## src/logic/pmrtp_pkg.sv

```systemverilog
// Purpose: Shared constants, types and code table for the MII/RMII transmit port.
// Assumes: System clock of 100 MHz on both ends.
// Notes: Link clock periods are derived from the rates below.
package pmrtp_pkg;
   // ==================================================
   // Timing
   localparam int CLK_KHZ = 100000;
   localparam int MII_FAST_KHZ = 25000;
   localparam int MII_SLOW_KHZ = 2500;
   localparam int DIV_W = 5;
   localparam int FAST_HALF = CLK_KHZ / (2 * MII_FAST_KHZ);
   localparam int SLOW_HALF = CLK_KHZ / (2 * MII_SLOW_KHZ);
   localparam logic [DIV_W-1:0] FAST_LAST = DIV_W'(FAST_HALF - 1);
   localparam logic [DIV_W-1:0] SLOW_LAST = DIV_W'(SLOW_HALF - 1);
   // Rising edge to capture: covers MAC launch plus two synchroniser stages
   localparam int SAMPLE_LAG = 2 * FAST_HALF;

   // ==================================================
   // Widths and codes
   localparam int TXD_W = 4;
   localparam int SYM_W = 5;
   localparam int DIBIT_W = 2;
   localparam int WOL_W = 4;
   localparam int LIGHT_N = 2;
   localparam int LINK_TX = 0;
   localparam int LINK_REF = 1;
   localparam logic [SYM_W-1:0] CODE_HALT = 5'h04;
   localparam logic [1:0] IRQ_ROUTE_DEFAULT = 2'h0;
   localparam logic [1:0] IRQ_ROUTE_LIGHT_ONE = 2'h1;
   localparam logic [1:0] IRQ_ROUTE_LIGHT_TWO = 2'h2;

   // ==================================================
   // Types
   typedef struct packed {
      logic topBit;
      logic er;
      logic en;
      logic [TXD_W-1:0] txd;
   } pmrtp_pins_t;

   typedef enum logic [1:0] {
      MAC_IDLE = 2'h0,
      MAC_NIB = 2'h1,
      MAC_HIGH = 2'h3
   } pmrtp_mac_state_t;

   // ==================================================
   // 4B/5B data code-groups
   function automatic logic [SYM_W-1:0] pmrtp_encode(input logic [TXD_W-1:0] nib);
      logic [SYM_W-1:0] code;
      code = 5'h1E;
      unique case (nib)
         4'h0: code = 5'h1E;
         4'h1: code = 5'h09;
         4'h2: code = 5'h14;
         4'h3: code = 5'h15;
         4'h4: code = 5'h0A;
         4'h5: code = 5'h0B;
         4'h6: code = 5'h0E;
         4'h7: code = 5'h0F;
         4'h8: code = 5'h12;
         4'h9: code = 5'h13;
         4'hA: code = 5'h16;
         4'hB: code = 5'h17;
         4'hC: code = 5'h1A;
         4'hD: code = 5'h1B;
         4'hE: code = 5'h1C;
         4'hF: code = 5'h1D;
      endcase
      return code;
   endfunction : pmrtp_encode
endpackage : pmrtp_pkg

```

## src/logic/pmrtp_if.sv

```systemverilog
// Purpose: Pin bundle between the PHY transmit port and the MAC.
// Assumes: Open-drain pins idle high through pull-ups.
// Notes: Output enables are active low.
`timescale 1ns/1ps
interface pmrtp_if;
   logic txClk;
   logic refClk;
   logic [pmrtp_pkg::TXD_W-1:0] txd;
   logic txEn;
   logic txEr;
   logic txSymbolTopBit;
   logic irqOut_n;
   logic irqOe_n;
   logic irqLine_n;
   logic [pmrtp_pkg::LIGHT_N-1:0] statusLightOut;
   logic [pmrtp_pkg::LIGHT_N-1:0] statusLightOe_n;
   logic [pmrtp_pkg::LIGHT_N-1:0] statusLightLine;

   // ==================================================
   // Wire levels with pull-ups
   assign irqLine_n = irqOe_n ? 1'b1 : irqOut_n;
   genvar gi;
   generate
      for (gi = 0; gi < pmrtp_pkg::LIGHT_N; gi++) begin : gLight
         assign statusLightLine[gi] = statusLightOe_n[gi] ? 1'b1 : statusLightOut[gi];
      end
   endgenerate

   modport phy (
      input txd,
      input txEn,
      input txEr,
      input txSymbolTopBit,
      output txClk,
      output refClk,
      output irqOut_n,
      output irqOe_n,
      output statusLightOut,
      output statusLightOe_n
   );
   modport mac (
      output txd,
      output txEn,
      output txEr,
      output txSymbolTopBit,
      input txClk,
      input refClk,
      input irqLine_n
   );
endinterface : pmrtp_if

```

## src/logic/pmrtp_phy_end.sv

```systemverilog
// Purpose: PHY end: drives the link clock, captures MAC transmit data, encodes it, drives the interrupt pin.
// Assumes: Straps stable during reset; config inputs are on clk.
// Notes: RMII reference clock is made here at the nibble clock rate.
`timescale 1ns/1ps
// Operation
// - MAC uses two lowest data lines in RMII.
// - MAC grounds data bits two, three in RMII.
// - Enable marks valid four-bit data in MII.
// - RMII takes only two lowest bits.
// - MII clock driven: 25 or 2.5 MHz.
// - RMII ignores error, top bit, clock.
// - Error substitutes halt code-group for data.
// - Error input ignored at 10 Mbps.
// - EEE: error line means LPI when idle.
// - Symbol mode: top bit is code MSB.
// - Active-low open-drain interrupt, pulled up.
// - Interrupt routable to either status light.
// - Wake events raise the interrupt.
// - Straps configure without any register access.
// - Software writes reserved bits as zero.
// - Strap low selects MII, high RMII.
module pmrtp_phy_end (
   input wire logic clk,
   input wire logic rst,
   pmrtp_if.phy link,
   input wire logic reducedIfaceSelectStrap,
   input wire logic irqPinSelectStrap,
   input wire logic speed100,
   input wire logic eeeEnable,
   input wire logic symbolMode,
   input wire logic [1:0] irqRoute,
   input wire logic [pmrtp_pkg::LIGHT_N-1:0] lightOn,
   input wire logic [pmrtp_pkg::WOL_W-1:0] wolEvent,
   input wire logic irqClear,
   output logic [pmrtp_pkg::SYM_W-1:0] capCode_q,
   output logic capValid_q,
   output logic capErr_q,
   output logic lpiActive_q,
   output logic rmiiActive_q,
   output logic irqPending_q
);
   // ==================================================
   // Strap capture at reset release
   logic [1:0] strapSync1_q;
   logic [1:0] strapSync2_q;
   logic strapDone_q;
   logic irqSelStrap_q;

   always_ff @(posedge clk) begin
      strapSync1_q <= {irqPinSelectStrap, reducedIfaceSelectStrap};
      strapSync2_q <= strapSync1_q;
   end

   always_ff @(posedge clk) begin
      if (rst) begin
         strapDone_q <= 1'b0;
         rmiiActive_q <= 1'b0;
         irqSelStrap_q <= 1'b1;
      end else if (!strapDone_q) begin
         strapDone_q <= 1'b1;
         rmiiActive_q <= strapSync2_q[0];
         irqSelStrap_q <= strapSync2_q[1];
      end
   end

   // ==================================================
   // Link clock divider
   logic [pmrtp_pkg::DIV_W-1:0] divCnt_q;
   logic [pmrtp_pkg::DIV_W-1:0] divCnt_d;
   logic linkClk_q;
   logic linkClk_d;
   logic riseTick_q;
   logic txClkPin_q;
   logic refClkPin_q;
   wire [pmrtp_pkg::DIV_W-1:0] halfLast = speed100 ? pmrtp_pkg::FAST_LAST : pmrtp_pkg::SLOW_LAST;
   wire wrap = divCnt_q >= halfLast;

   assign divCnt_d = wrap ? '0 : pmrtp_pkg::DIV_W'(divCnt_q + 1'b1);
   assign linkClk_d = wrap ? !linkClk_q : linkClk_q;

   always_ff @(posedge clk) begin
      if (rst) begin
         divCnt_q <= '0;
         linkClk_q <= 1'b0;
         riseTick_q <= 1'b0;
         txClkPin_q <= 1'b0;
         refClkPin_q <= 1'b0;
      end else begin
         divCnt_q <= divCnt_d;
         linkClk_q <= linkClk_d;
         riseTick_q <= wrap & !linkClk_q;
         txClkPin_q <= linkClk_d & !rmiiActive_q;
         refClkPin_q <= linkClk_d & rmiiActive_q;
      end
   end

   assign link.txClk = txClkPin_q;
   assign link.refClk = refClkPin_q;

   // ==================================================
   // Pin synchroniser and delayed sample point
   pmrtp_pkg::pmrtp_pins_t pinSync1_q;
   pmrtp_pkg::pmrtp_pins_t pinSync2_q;
   logic [pmrtp_pkg::SAMPLE_LAG-1:0] lag_q;

   always_ff @(posedge clk) begin
      pinSync1_q <= {link.txSymbolTopBit, link.txEr, link.txEn, link.txd};
      pinSync2_q <= pinSync1_q;
   end

   always_ff @(posedge clk) begin
      if (rst) begin
         lag_q <= '0;
      end else begin
         lag_q <= {lag_q[pmrtp_pkg::SAMPLE_LAG-2:0], riseTick_q};
      end
   end

   // Data seen at the sample point is what the MAC launched for the preceding falling edge
   wire sampleNow = lag_q[pmrtp_pkg::SAMPLE_LAG-1];

   // ==================================================
   // Capture, pairing and encoding
   logic rmiiHalf_q;
   logic [pmrtp_pkg::DIBIT_W-1:0] rmiiLow_q;
   wire [pmrtp_pkg::DIBIT_W-1:0] dibit = pinSync2_q.txd[pmrtp_pkg::DIBIT_W-1:0];
   wire nibbleReady = sampleNow & pinSync2_q.en & (!rmiiActive_q | rmiiHalf_q);
   wire [pmrtp_pkg::TXD_W-1:0] nibble = rmiiActive_q ? {dibit, rmiiLow_q} : pinSync2_q.txd;
   wire miiFast = !rmiiActive_q & speed100;
   wire errUsed = miiFast & pinSync2_q.er;
   wire symUsed = miiFast & symbolMode;
   wire [pmrtp_pkg::SYM_W-1:0] symCode = {pinSync2_q.topBit, nibble};
   wire [pmrtp_pkg::SYM_W-1:0] slowCode = {1'b0, nibble};
   wire [pmrtp_pkg::SYM_W-1:0] dataCode = errUsed ? pmrtp_pkg::CODE_HALT : pmrtp_pkg::pmrtp_encode(nibble);
   // 100 Mbps runs through the encoder in both pin modes, except MII symbol mode, which passes the raw code
   wire [pmrtp_pkg::SYM_W-1:0] code = symUsed ? symCode : (speed100 ? dataCode : slowCode);
   wire lpiNow = eeeEnable & miiFast & !pinSync2_q.en & pinSync2_q.er;

   always_ff @(posedge clk) begin
      if (rst) begin
         rmiiHalf_q <= 1'b0;
         rmiiLow_q <= '0;
      end else if (sampleNow) begin
         rmiiHalf_q <= rmiiActive_q & pinSync2_q.en & !rmiiHalf_q;
         rmiiLow_q <= dibit;
      end
   end

   always_ff @(posedge clk) begin
      if (rst) begin
         capCode_q <= '0;
         capValid_q <= 1'b0;
         capErr_q <= 1'b0;
         lpiActive_q <= 1'b0;
      end else begin
         capValid_q <= nibbleReady;
         capErr_q <= nibbleReady & errUsed & !symUsed;
         if (nibbleReady) begin
            capCode_q <= code;
         end
         if (sampleNow) begin
            lpiActive_q <= lpiNow;
         end
      end
   end

   // ==================================================
   // Interrupt and pin routing
   logic irqOut_q;
   logic irqOe_q;
   logic [pmrtp_pkg::LIGHT_N-1:0] lightOut_q;
   logic [pmrtp_pkg::LIGHT_N-1:0] lightOe_q;
   wire [pmrtp_pkg::LIGHT_N-1:0] routeLight = {irqRoute == pmrtp_pkg::IRQ_ROUTE_LIGHT_TWO,
                                               irqRoute == pmrtp_pkg::IRQ_ROUTE_LIGHT_ONE};
   wire irqOnDefault = irqSelStrap_q & !(|routeLight);

   always_ff @(posedge clk) begin
      if (rst) begin
         irqPending_q <= 1'b0;
      end else begin
         // A new wake event wins over a clear in the same cycle
         irqPending_q <= (|wolEvent) | (irqPending_q & !irqClear);
      end
   end

   always_ff @(posedge clk) begin
      if (rst) begin
         irqOut_q <= 1'b1;
         irqOe_q <= 1'b1;
      end else begin
         irqOut_q <= !(irqPending_q & irqOnDefault);
         irqOe_q <= !(irqPending_q & irqOnDefault);
      end
   end

   genvar gi;
   generate
      for (gi = 0; gi < pmrtp_pkg::LIGHT_N; gi++) begin : gLight
         always_ff @(posedge clk) begin
            if (rst) begin
               lightOut_q[gi] <= 1'b0;
               lightOe_q[gi] <= 1'b1;
            end else if (routeLight[gi]) begin
               lightOut_q[gi] <= 1'b0;
               lightOe_q[gi] <= !irqPending_q;
            end else begin
               lightOut_q[gi] <= lightOn[gi];
               lightOe_q[gi] <= 1'b0;
            end
         end
      end
   endgenerate

   assign link.irqOut_n = irqOut_q;
   assign link.irqOe_n = irqOe_q;
   assign link.statusLightOut = lightOut_q;
   assign link.statusLightOe_n = lightOe_q;
endmodule : pmrtp_phy_end

```

## src/flat_wrapper.sv

```systemverilog
// flat-port wrapper written by rule: the top's interface ports become plain ports
module pmrtp_phy_end_flat 
  (clk, rst, reducedIfaceSelectStrap, irqPinSelectStrap, speed100, eeeEnable, symbolMode, irqRoute, lightOn, wolEvent, irqClear, capCode_q, capValid_q, capErr_q, lpiActive_q, rmiiActive_q, irqPending_q, link_txd, link_txEn, link_txEr, link_txSymbolTopBit, link_txClk, link_refClk, link_irqOut_n, link_irqOe_n, link_statusLightOut, link_statusLightOe_n);
  pmrtp_if link_i ();
  input wire logic clk;
  input wire logic rst;
  input wire logic reducedIfaceSelectStrap;
  input wire logic irqPinSelectStrap;
  input wire logic speed100;
  input wire logic eeeEnable;
  input wire logic symbolMode;
  input wire logic [1:0] irqRoute;
  input wire logic [pmrtp_pkg::LIGHT_N-1:0] lightOn;
  input wire logic [pmrtp_pkg::WOL_W-1:0] wolEvent;
  input wire logic irqClear;
  output logic [pmrtp_pkg::SYM_W-1:0] capCode_q;
  output logic capValid_q;
  output logic capErr_q;
  output logic lpiActive_q;
  output logic rmiiActive_q;
  output logic irqPending_q;
  input wire logic [$bits(link_i.txd)-1:0] link_txd;
  input wire logic [$bits(link_i.txEn)-1:0] link_txEn;
  input wire logic [$bits(link_i.txEr)-1:0] link_txEr;
  input wire logic [$bits(link_i.txSymbolTopBit)-1:0] link_txSymbolTopBit;
  output wire logic [$bits(link_i.txClk)-1:0] link_txClk;
  output wire logic [$bits(link_i.refClk)-1:0] link_refClk;
  output wire logic [$bits(link_i.irqOut_n)-1:0] link_irqOut_n;
  output wire logic [$bits(link_i.irqOe_n)-1:0] link_irqOe_n;
  output wire logic [$bits(link_i.statusLightOut)-1:0] link_statusLightOut;
  output wire logic [$bits(link_i.statusLightOe_n)-1:0] link_statusLightOe_n;
  assign link_i.txd = link_txd;
  assign link_i.txEn = link_txEn;
  assign link_i.txEr = link_txEr;
  assign link_i.txSymbolTopBit = link_txSymbolTopBit;
  assign link_txClk = link_i.txClk;
  assign link_refClk = link_i.refClk;
  assign link_irqOut_n = link_i.irqOut_n;
  assign link_irqOe_n = link_i.irqOe_n;
  assign link_statusLightOut = {>>{link_i.statusLightOut}};
  assign link_statusLightOe_n = {>>{link_i.statusLightOe_n}};
  pmrtp_phy_end u_core (.clk(clk), .rst(rst), .link(link_i), .reducedIfaceSelectStrap(reducedIfaceSelectStrap), .irqPinSelectStrap(irqPinSelectStrap), .speed100(speed100), .eeeEnable(eeeEnable), .symbolMode(symbolMode), .irqRoute(irqRoute), .lightOn(lightOn), .wolEvent(wolEvent), .irqClear(irqClear), .capCode_q(capCode_q), .capValid_q(capValid_q), .capErr_q(capErr_q), .lpiActive_q(lpiActive_q), .rmiiActive_q(rmiiActive_q), .irqPending_q(irqPending_q));
endmodule
```

## config.mk

```make
export PLATFORM = sky130hd
export DESIGN_NAME = pmrtp_phy_end_flat
export DESIGN_NICKNAME = d
export VERILOG_FILES = /design/src/logic/pmrtp_pkg.sv /design/src/logic/pmrtp_if.sv /design/src/logic/pmrtp_phy_end.sv /design/src/flat_wrapper.sv
export SDC_FILE = /design/constraint.sdc
export NUM_CORES = 1
export LEC_CHECK = 0
export BUFFER_PORTS_ARGS = -buffer_cell sky130_fd_sc_hd__buf_4
export CAP_MARGIN = 20
export CELL_PAD_IN_SITES_DETAIL_PLACEMENT = 0
export CELL_PAD_IN_SITES_GLOBAL_PLACEMENT = 2
export CORE_MARGIN = 3
export CORE_UTILIZATION = 35
export DETAILED_ROUTE_END_ITERATION = 10
export GPL_ROUTABILITY_DRIVEN = 0
export PLACE_DENSITY = 0.93
export SETUP_SLACK_MARGIN = 0.02
export SLEW_MARGIN = 10
export SYNTH_ARGS = -nofsm -noshare
export SYNTH_HDL_FRONTEND = slang
export SYNTH_SLANG_ARGS = --single-unit
```

## constraint.sdc

```tcl
create_clock -name clk -period 2.5 [get_ports clk]
set_input_delay 0.25 -clock clk [delete_from_list [all_inputs] [get_ports clk]]
set_output_delay 0.25 -clock clk [all_outputs]
set_load 0.005 [all_outputs]
```

; Word-level counts from Yosys, hierarchy flattened
; Memories as Yosys holds them, arrays and structs flattened.
; Cells that the tools add are included.
[word_totals]
register_bits = 51
romBits = 80
input_bits = 23
output_inout_bits = 18
wordCells = 79
memories = 1
[mem_list]
columns = name, depth, word_bits, rd, rd_clocked_by_memory_dff, write_ports, line
row1 = (no name shown), 16, 5, 1, 0, 0, pmrtp_pkg.sv:52  ; unique case (nib)
[op_classes]
n_addsub = 1
magnitude_cmp = 1
n_eq_ne = 2
n_mux = 9
bitwise_logic = 20
reduce_logical = 14
[ops]
columns = op, count
row1 = 5-bit two-way mux, 4
row2 = 1-bit bitwise AND, 18
row3 = 1-bit zero test, 9
row4 = 2-bit OR reduction, 4
row5 = 5-bit by 1-bit adder with 5-bit output (second input constant), 1
row6 = 5-bit >= comparator, 1
row7 = 1-bit two-way mux, 4
row8 = 4-bit two-way mux, 1
row9 = 4-bit OR reduction, 1
row10 = 2-bit by 1-bit equality test with 1-bit output (second input constant), 1
row11 = 2-bit equality test (second input constant), 1
row12 = 1-bit bitwise OR, 2

; Longest topological paths before layout
[depth]
word_depth = 6
ltp_mapped = 6
mapped_depth_nobuf = 6

; Least setup slack after synthesis
; No wires, ideal clock.
[synth_timing]
path_type = register to register
from = register u_core.divCnt_q[1] in the netlist's numbering
to = register u_core.refClkPin_q (netlist: u_core.link.refClk)
setup_ps = 78
t_arrival_ps = 1537
required_ps = 2422
path_slack_ps = 885
path_stages_with_launch = 7
n_path_buf = 0
period_less_slack_ps = 1615
path_cell_list = dfxtp_1 -> ha_1 -> a211o_1 -> o21ai_0 -> nand2b_1 -> ha_1 -> nor3_1
[synth_via]
elab_chain_cells = 3
[synth_rtl]
columns = item, line
row1 = from (decl), pmrtp_phy_end.sv:68  ; logic [pmrtp_pkg::DIV_W-1:0] divCnt_q;
row2 = from (signal assigned), pmrtp_phy_end.sv:89  ; divCnt_q <= divCnt_d;
row3 = 5-bit >= comparator, pmrtp_phy_end.sv:76  ; wire wrap = divCnt_q >= halfLast;
row4 = 1-bit two-way mux, pmrtp_phy_end.sv:79  ; assign linkClk_d = wrap ? !linkClk_q : linkClk_q;
row5 = 1-bit bitwise AND, pmrtp_phy_end.sv:93  ; refClkPin_q <= linkClk_d & rmiiActive_q;
row6 = to (signal assigned), pmrtp_phy_end.sv:93
row7 = to (decl), pmrtp_phy_end.sv:74  ; logic refClkPin_q;
; Every way passes these cells.
; A chain may end at the register's enable or synchronous reset.

; Worst setup path after layout
[layout_timing]
from = register u_core.divCnt_q[1] in the netlist's numbering
to = register u_core.txClkPin_q (netlist: u_core.link.txClk)
[layout_via]
elab_chain_cells = 3
[layout_rtl]
columns = item, line
row1 = 5-bit >= comparator, pmrtp_phy_end.sv:76
row2 = 1-bit two-way mux, pmrtp_phy_end.sv:79
row3 = 1-bit bitwise AND, pmrtp_phy_end.sv:92  ; txClkPin_q <= linkClk_d & !rmiiActive_q;
row4 = to (signal assigned), pmrtp_phy_end.sv:92
row5 = to (decl), pmrtp_phy_end.sv:73  ; logic txClkPin_q;
; Every way passes these cells.

==> impl_metrics.tcl <==
set metrics [dict create \
    required_ns 2.72 \
    row_count 25 \
    clock_latency_ns 0.29 \
    synth_top_area_cell "dfxtp_1" \
    criticalPathCategory "reg2reg" \
    antenna_found_initial 0 \
    core_um2 4850 \
    timing.reg2reg.worst_path_depth 6 \
    rrSetupSlack_ns 0.74 \
    maxCapViolCount 0 \
    timing.final.crit_period_ns 1.76 \
    maxSlewViolCount 0 \
    cts_resized 0 \
    skew_ns 0.00879 \
    ys.flop_type "dfxtp_1" \
    numCtsBuffers 5 \
    fin_hold_ws_ns 0.0548 \
    grt_use_total_pct 11.8 \
    syn-num-nets 199 \
    period_share_pct 70.5 \
    grt_max_degree 23 \
    endpoint_kind "flip-flop" \
    synthCells 170 \
    grt-ovfl-total 0 \
    vias_per_cell 4.59 \
    setup_viol 0 \
    num_antenna_cells 0 \
    grt_pass1_wl_mm 5.77 \
    rsz0062_at_grt "false" \
    status "completed" \
    setup-tns-final_ns 0 \
    dr.pass1.iters 4 \
    drc 0 \
    cts_buffer_depth 2 \
    cts.sinks 51 \
    synth_top_area_share_pct 56.7 \
    hold_buffers 0 \
    die_h_um 77.8 \
    fmax_ghz 0.568 \
    hold_path_class "in2reg" \
    synth_most_common_cell "dfxtp_1" \
    cts_max_level 2 \
    startpoint_type "flip-flop" \
    yosys_register_bits 51 \
    wirelength_mm 3.39 \
    cts_tree "built" \
    crit_fanout 3 \
    synth-async-reset-ratio_pct 0 \
    hold_depth 1 \
    drtIter0Drc 79 \
    synthToLayoutAreaGrowth_pct 23.1 \
    synth.cells.most_frequent "51 x dfxtp_1, 15 x nor2_1, 10 x nor2b_1" \
    cts.reportedPaths.clkPinSlew_ns 0.09 \
    port_buffers 40 \
    ant_nets 0 \
    powerDensity_nw_per_um2 662 \
    drive_above_1_share_pct 24.9 \
    post_cts_buffers 0 \
    wire_per_inst_um 12.3 \
    grt_pass1_vias 1261 \
    tightest_slew_ns 0.708 \
    hpwlAfterDp_mm 2.38 \
    vdd_ir_drop_max_v 0.000345 \
    hold_viol 0 \
    chipWidth_um 77.8 \
    slew_headroom_pct 52.7 \
    dieArea_um2 6050 \
    arrival_ns 1.98 \
    num_vias 1266 \
    synth_edf_count 0 \
    synth.area.top_cells "dfxtp_1 57%, ha_1 4.2%, nor2b_1 3.5%, mux2i_1 3.3%, nor2_1 3.1%" \
    cts-root-buf "clkbuf_8" \
    ys.warnings.count 0 \
    synth-seq-area-share_pct 56.7 \
    ios 41 \
    synth_area_per_cell_um2 10.6 \
    nets 237 \
    ys_types 38 \
    start_util_pct 37.2 \
    power.leakage_nw 0.958 \
    netlist_area_um2 1800 \
]
==> cell families (layout without fill, tap and decap cells) <==
group | Yosys count | count (layout) | share of synthesized area (%)
muxes | 7 | 7 | 3.96
xor gates and xnor gates | 5 | 5 | 2.43
adders and majority gates | 6 | 6 | 4.17
buffers and inverters | 17 | 56 | 4.72
AOI/OAI and AO/OA | 29 | 29 | 10.6
DFF | 51 | 51 | 56.7
and+or+nand+nor | 55 | 55 | 17.4
==> state kept, by name (all words and copies together), names as in the netlist, 2 cells and up <==
| register | cells |
|---|---|
| u_core.link.statusLightOe_n | 2 |
| u_core.lag_q | 4 |
| u_core.dibit | 2 |
| u_core.divCnt_q | 5 |
| u_core.strapSync1_q | 2 |
| u_core.link.statusLightOut | 2 |
| u_core.capCode_q | 5 |
| u_core.pinSync2_q | 5 |
| u_core.rmiiLow_q | 2 |
| u_core.pinSync1_q | 7 |
| u_core.strapSync2_q | 2 |
==> where the power goes <==
group	internal, mW	switching, mW	total (mW)
Sequential	0.852	0.0308	0.883
Clock	0.197	0.256	0.454
Combinational	0.0755	0.0563	0.132
Total	1.13	0.343	1.47
==> stage by stage <==
step / util [%] / cells / power, mW / area [µm²] / setup WS [ns]
floorplan: - / 170 / 0.973 / 1800 / 0.885
global placement: 43.9 / 268 / 1.03 / 2130 / 0.674
detailed placement: 43.9 / 268 / 1.03 / 2130 / 0.642
CTS: 45.8 / 276 / 1.49 / 2220 / 0.731
global route: 45.8 / 276 / 1.55 / 2220 / 0.543
finish: 45.8 / 276 / 1.47 / 2220 / 0.739
==> worst max-delay path, cell delays in order, from the launching register on <==
cell and delay [ns]:
dfxtp_1 0.38, ha_1 0.24, a211o_1 0.29, o21ai_0 0.24, nand2b_1 0.10, ha_1 0.32, nor3_1 0.12
==> layer usage <==
layer  GRT usage [%]  vias to the layer above  routed length [µm]
met5               0                        -                   0
met4            2.31                        0                  15
met3            3.36                        2                 201
met2            18.0                       34                1440
met1            16.8                      574                1730
li1                -                      656                   -
==> path summary, 6_finish.rpt <==
path,from,endpoint
min reg2reg,u_core.strapSync1_q[1],u_core.strapSync2_q[1]
max,u_core.divCnt_q[1],u_core.link.txClk
max reg2reg,u_core.divCnt_q[1],u_core.link.txClk
min,link_txd[2],u_core.pinSync1_q[2]
==> cell usage in the layout (no fill, tap or decap), types with 5 or more instances in the layout <==
| cell type | synthesis | final |
|---|---|---|
| nor2_1 | 15 | 15 |
| ha_1 | 6 | 6 |
| nor2b_1 | 10 | 10 |
| o21ai_0 | 8 | 8 |
| a21oi_1 | 6 | 6 |
| mux2i_1 | 6 | 6 |
| clkbuf_8 | 0 | 5 |
| dfxtp_1 | 51 | 51 |
| inv_1 | 8 | 8 |
| nand2_1 | 5 | 5 |
| buf_4 | 2 | 40 |
==> final cells by class <==
cell class	count	area, µm²
well taps	67	83.8
flip-flops and latches	51	1020
clock buffers	5	68.8
repair buffers	40	300
inverters	8	30.0
fillers	476	2630
clock inverters	3	18.8
multi-input cells	102	696
Note: power is estimated with default switching activity, not from simulation.
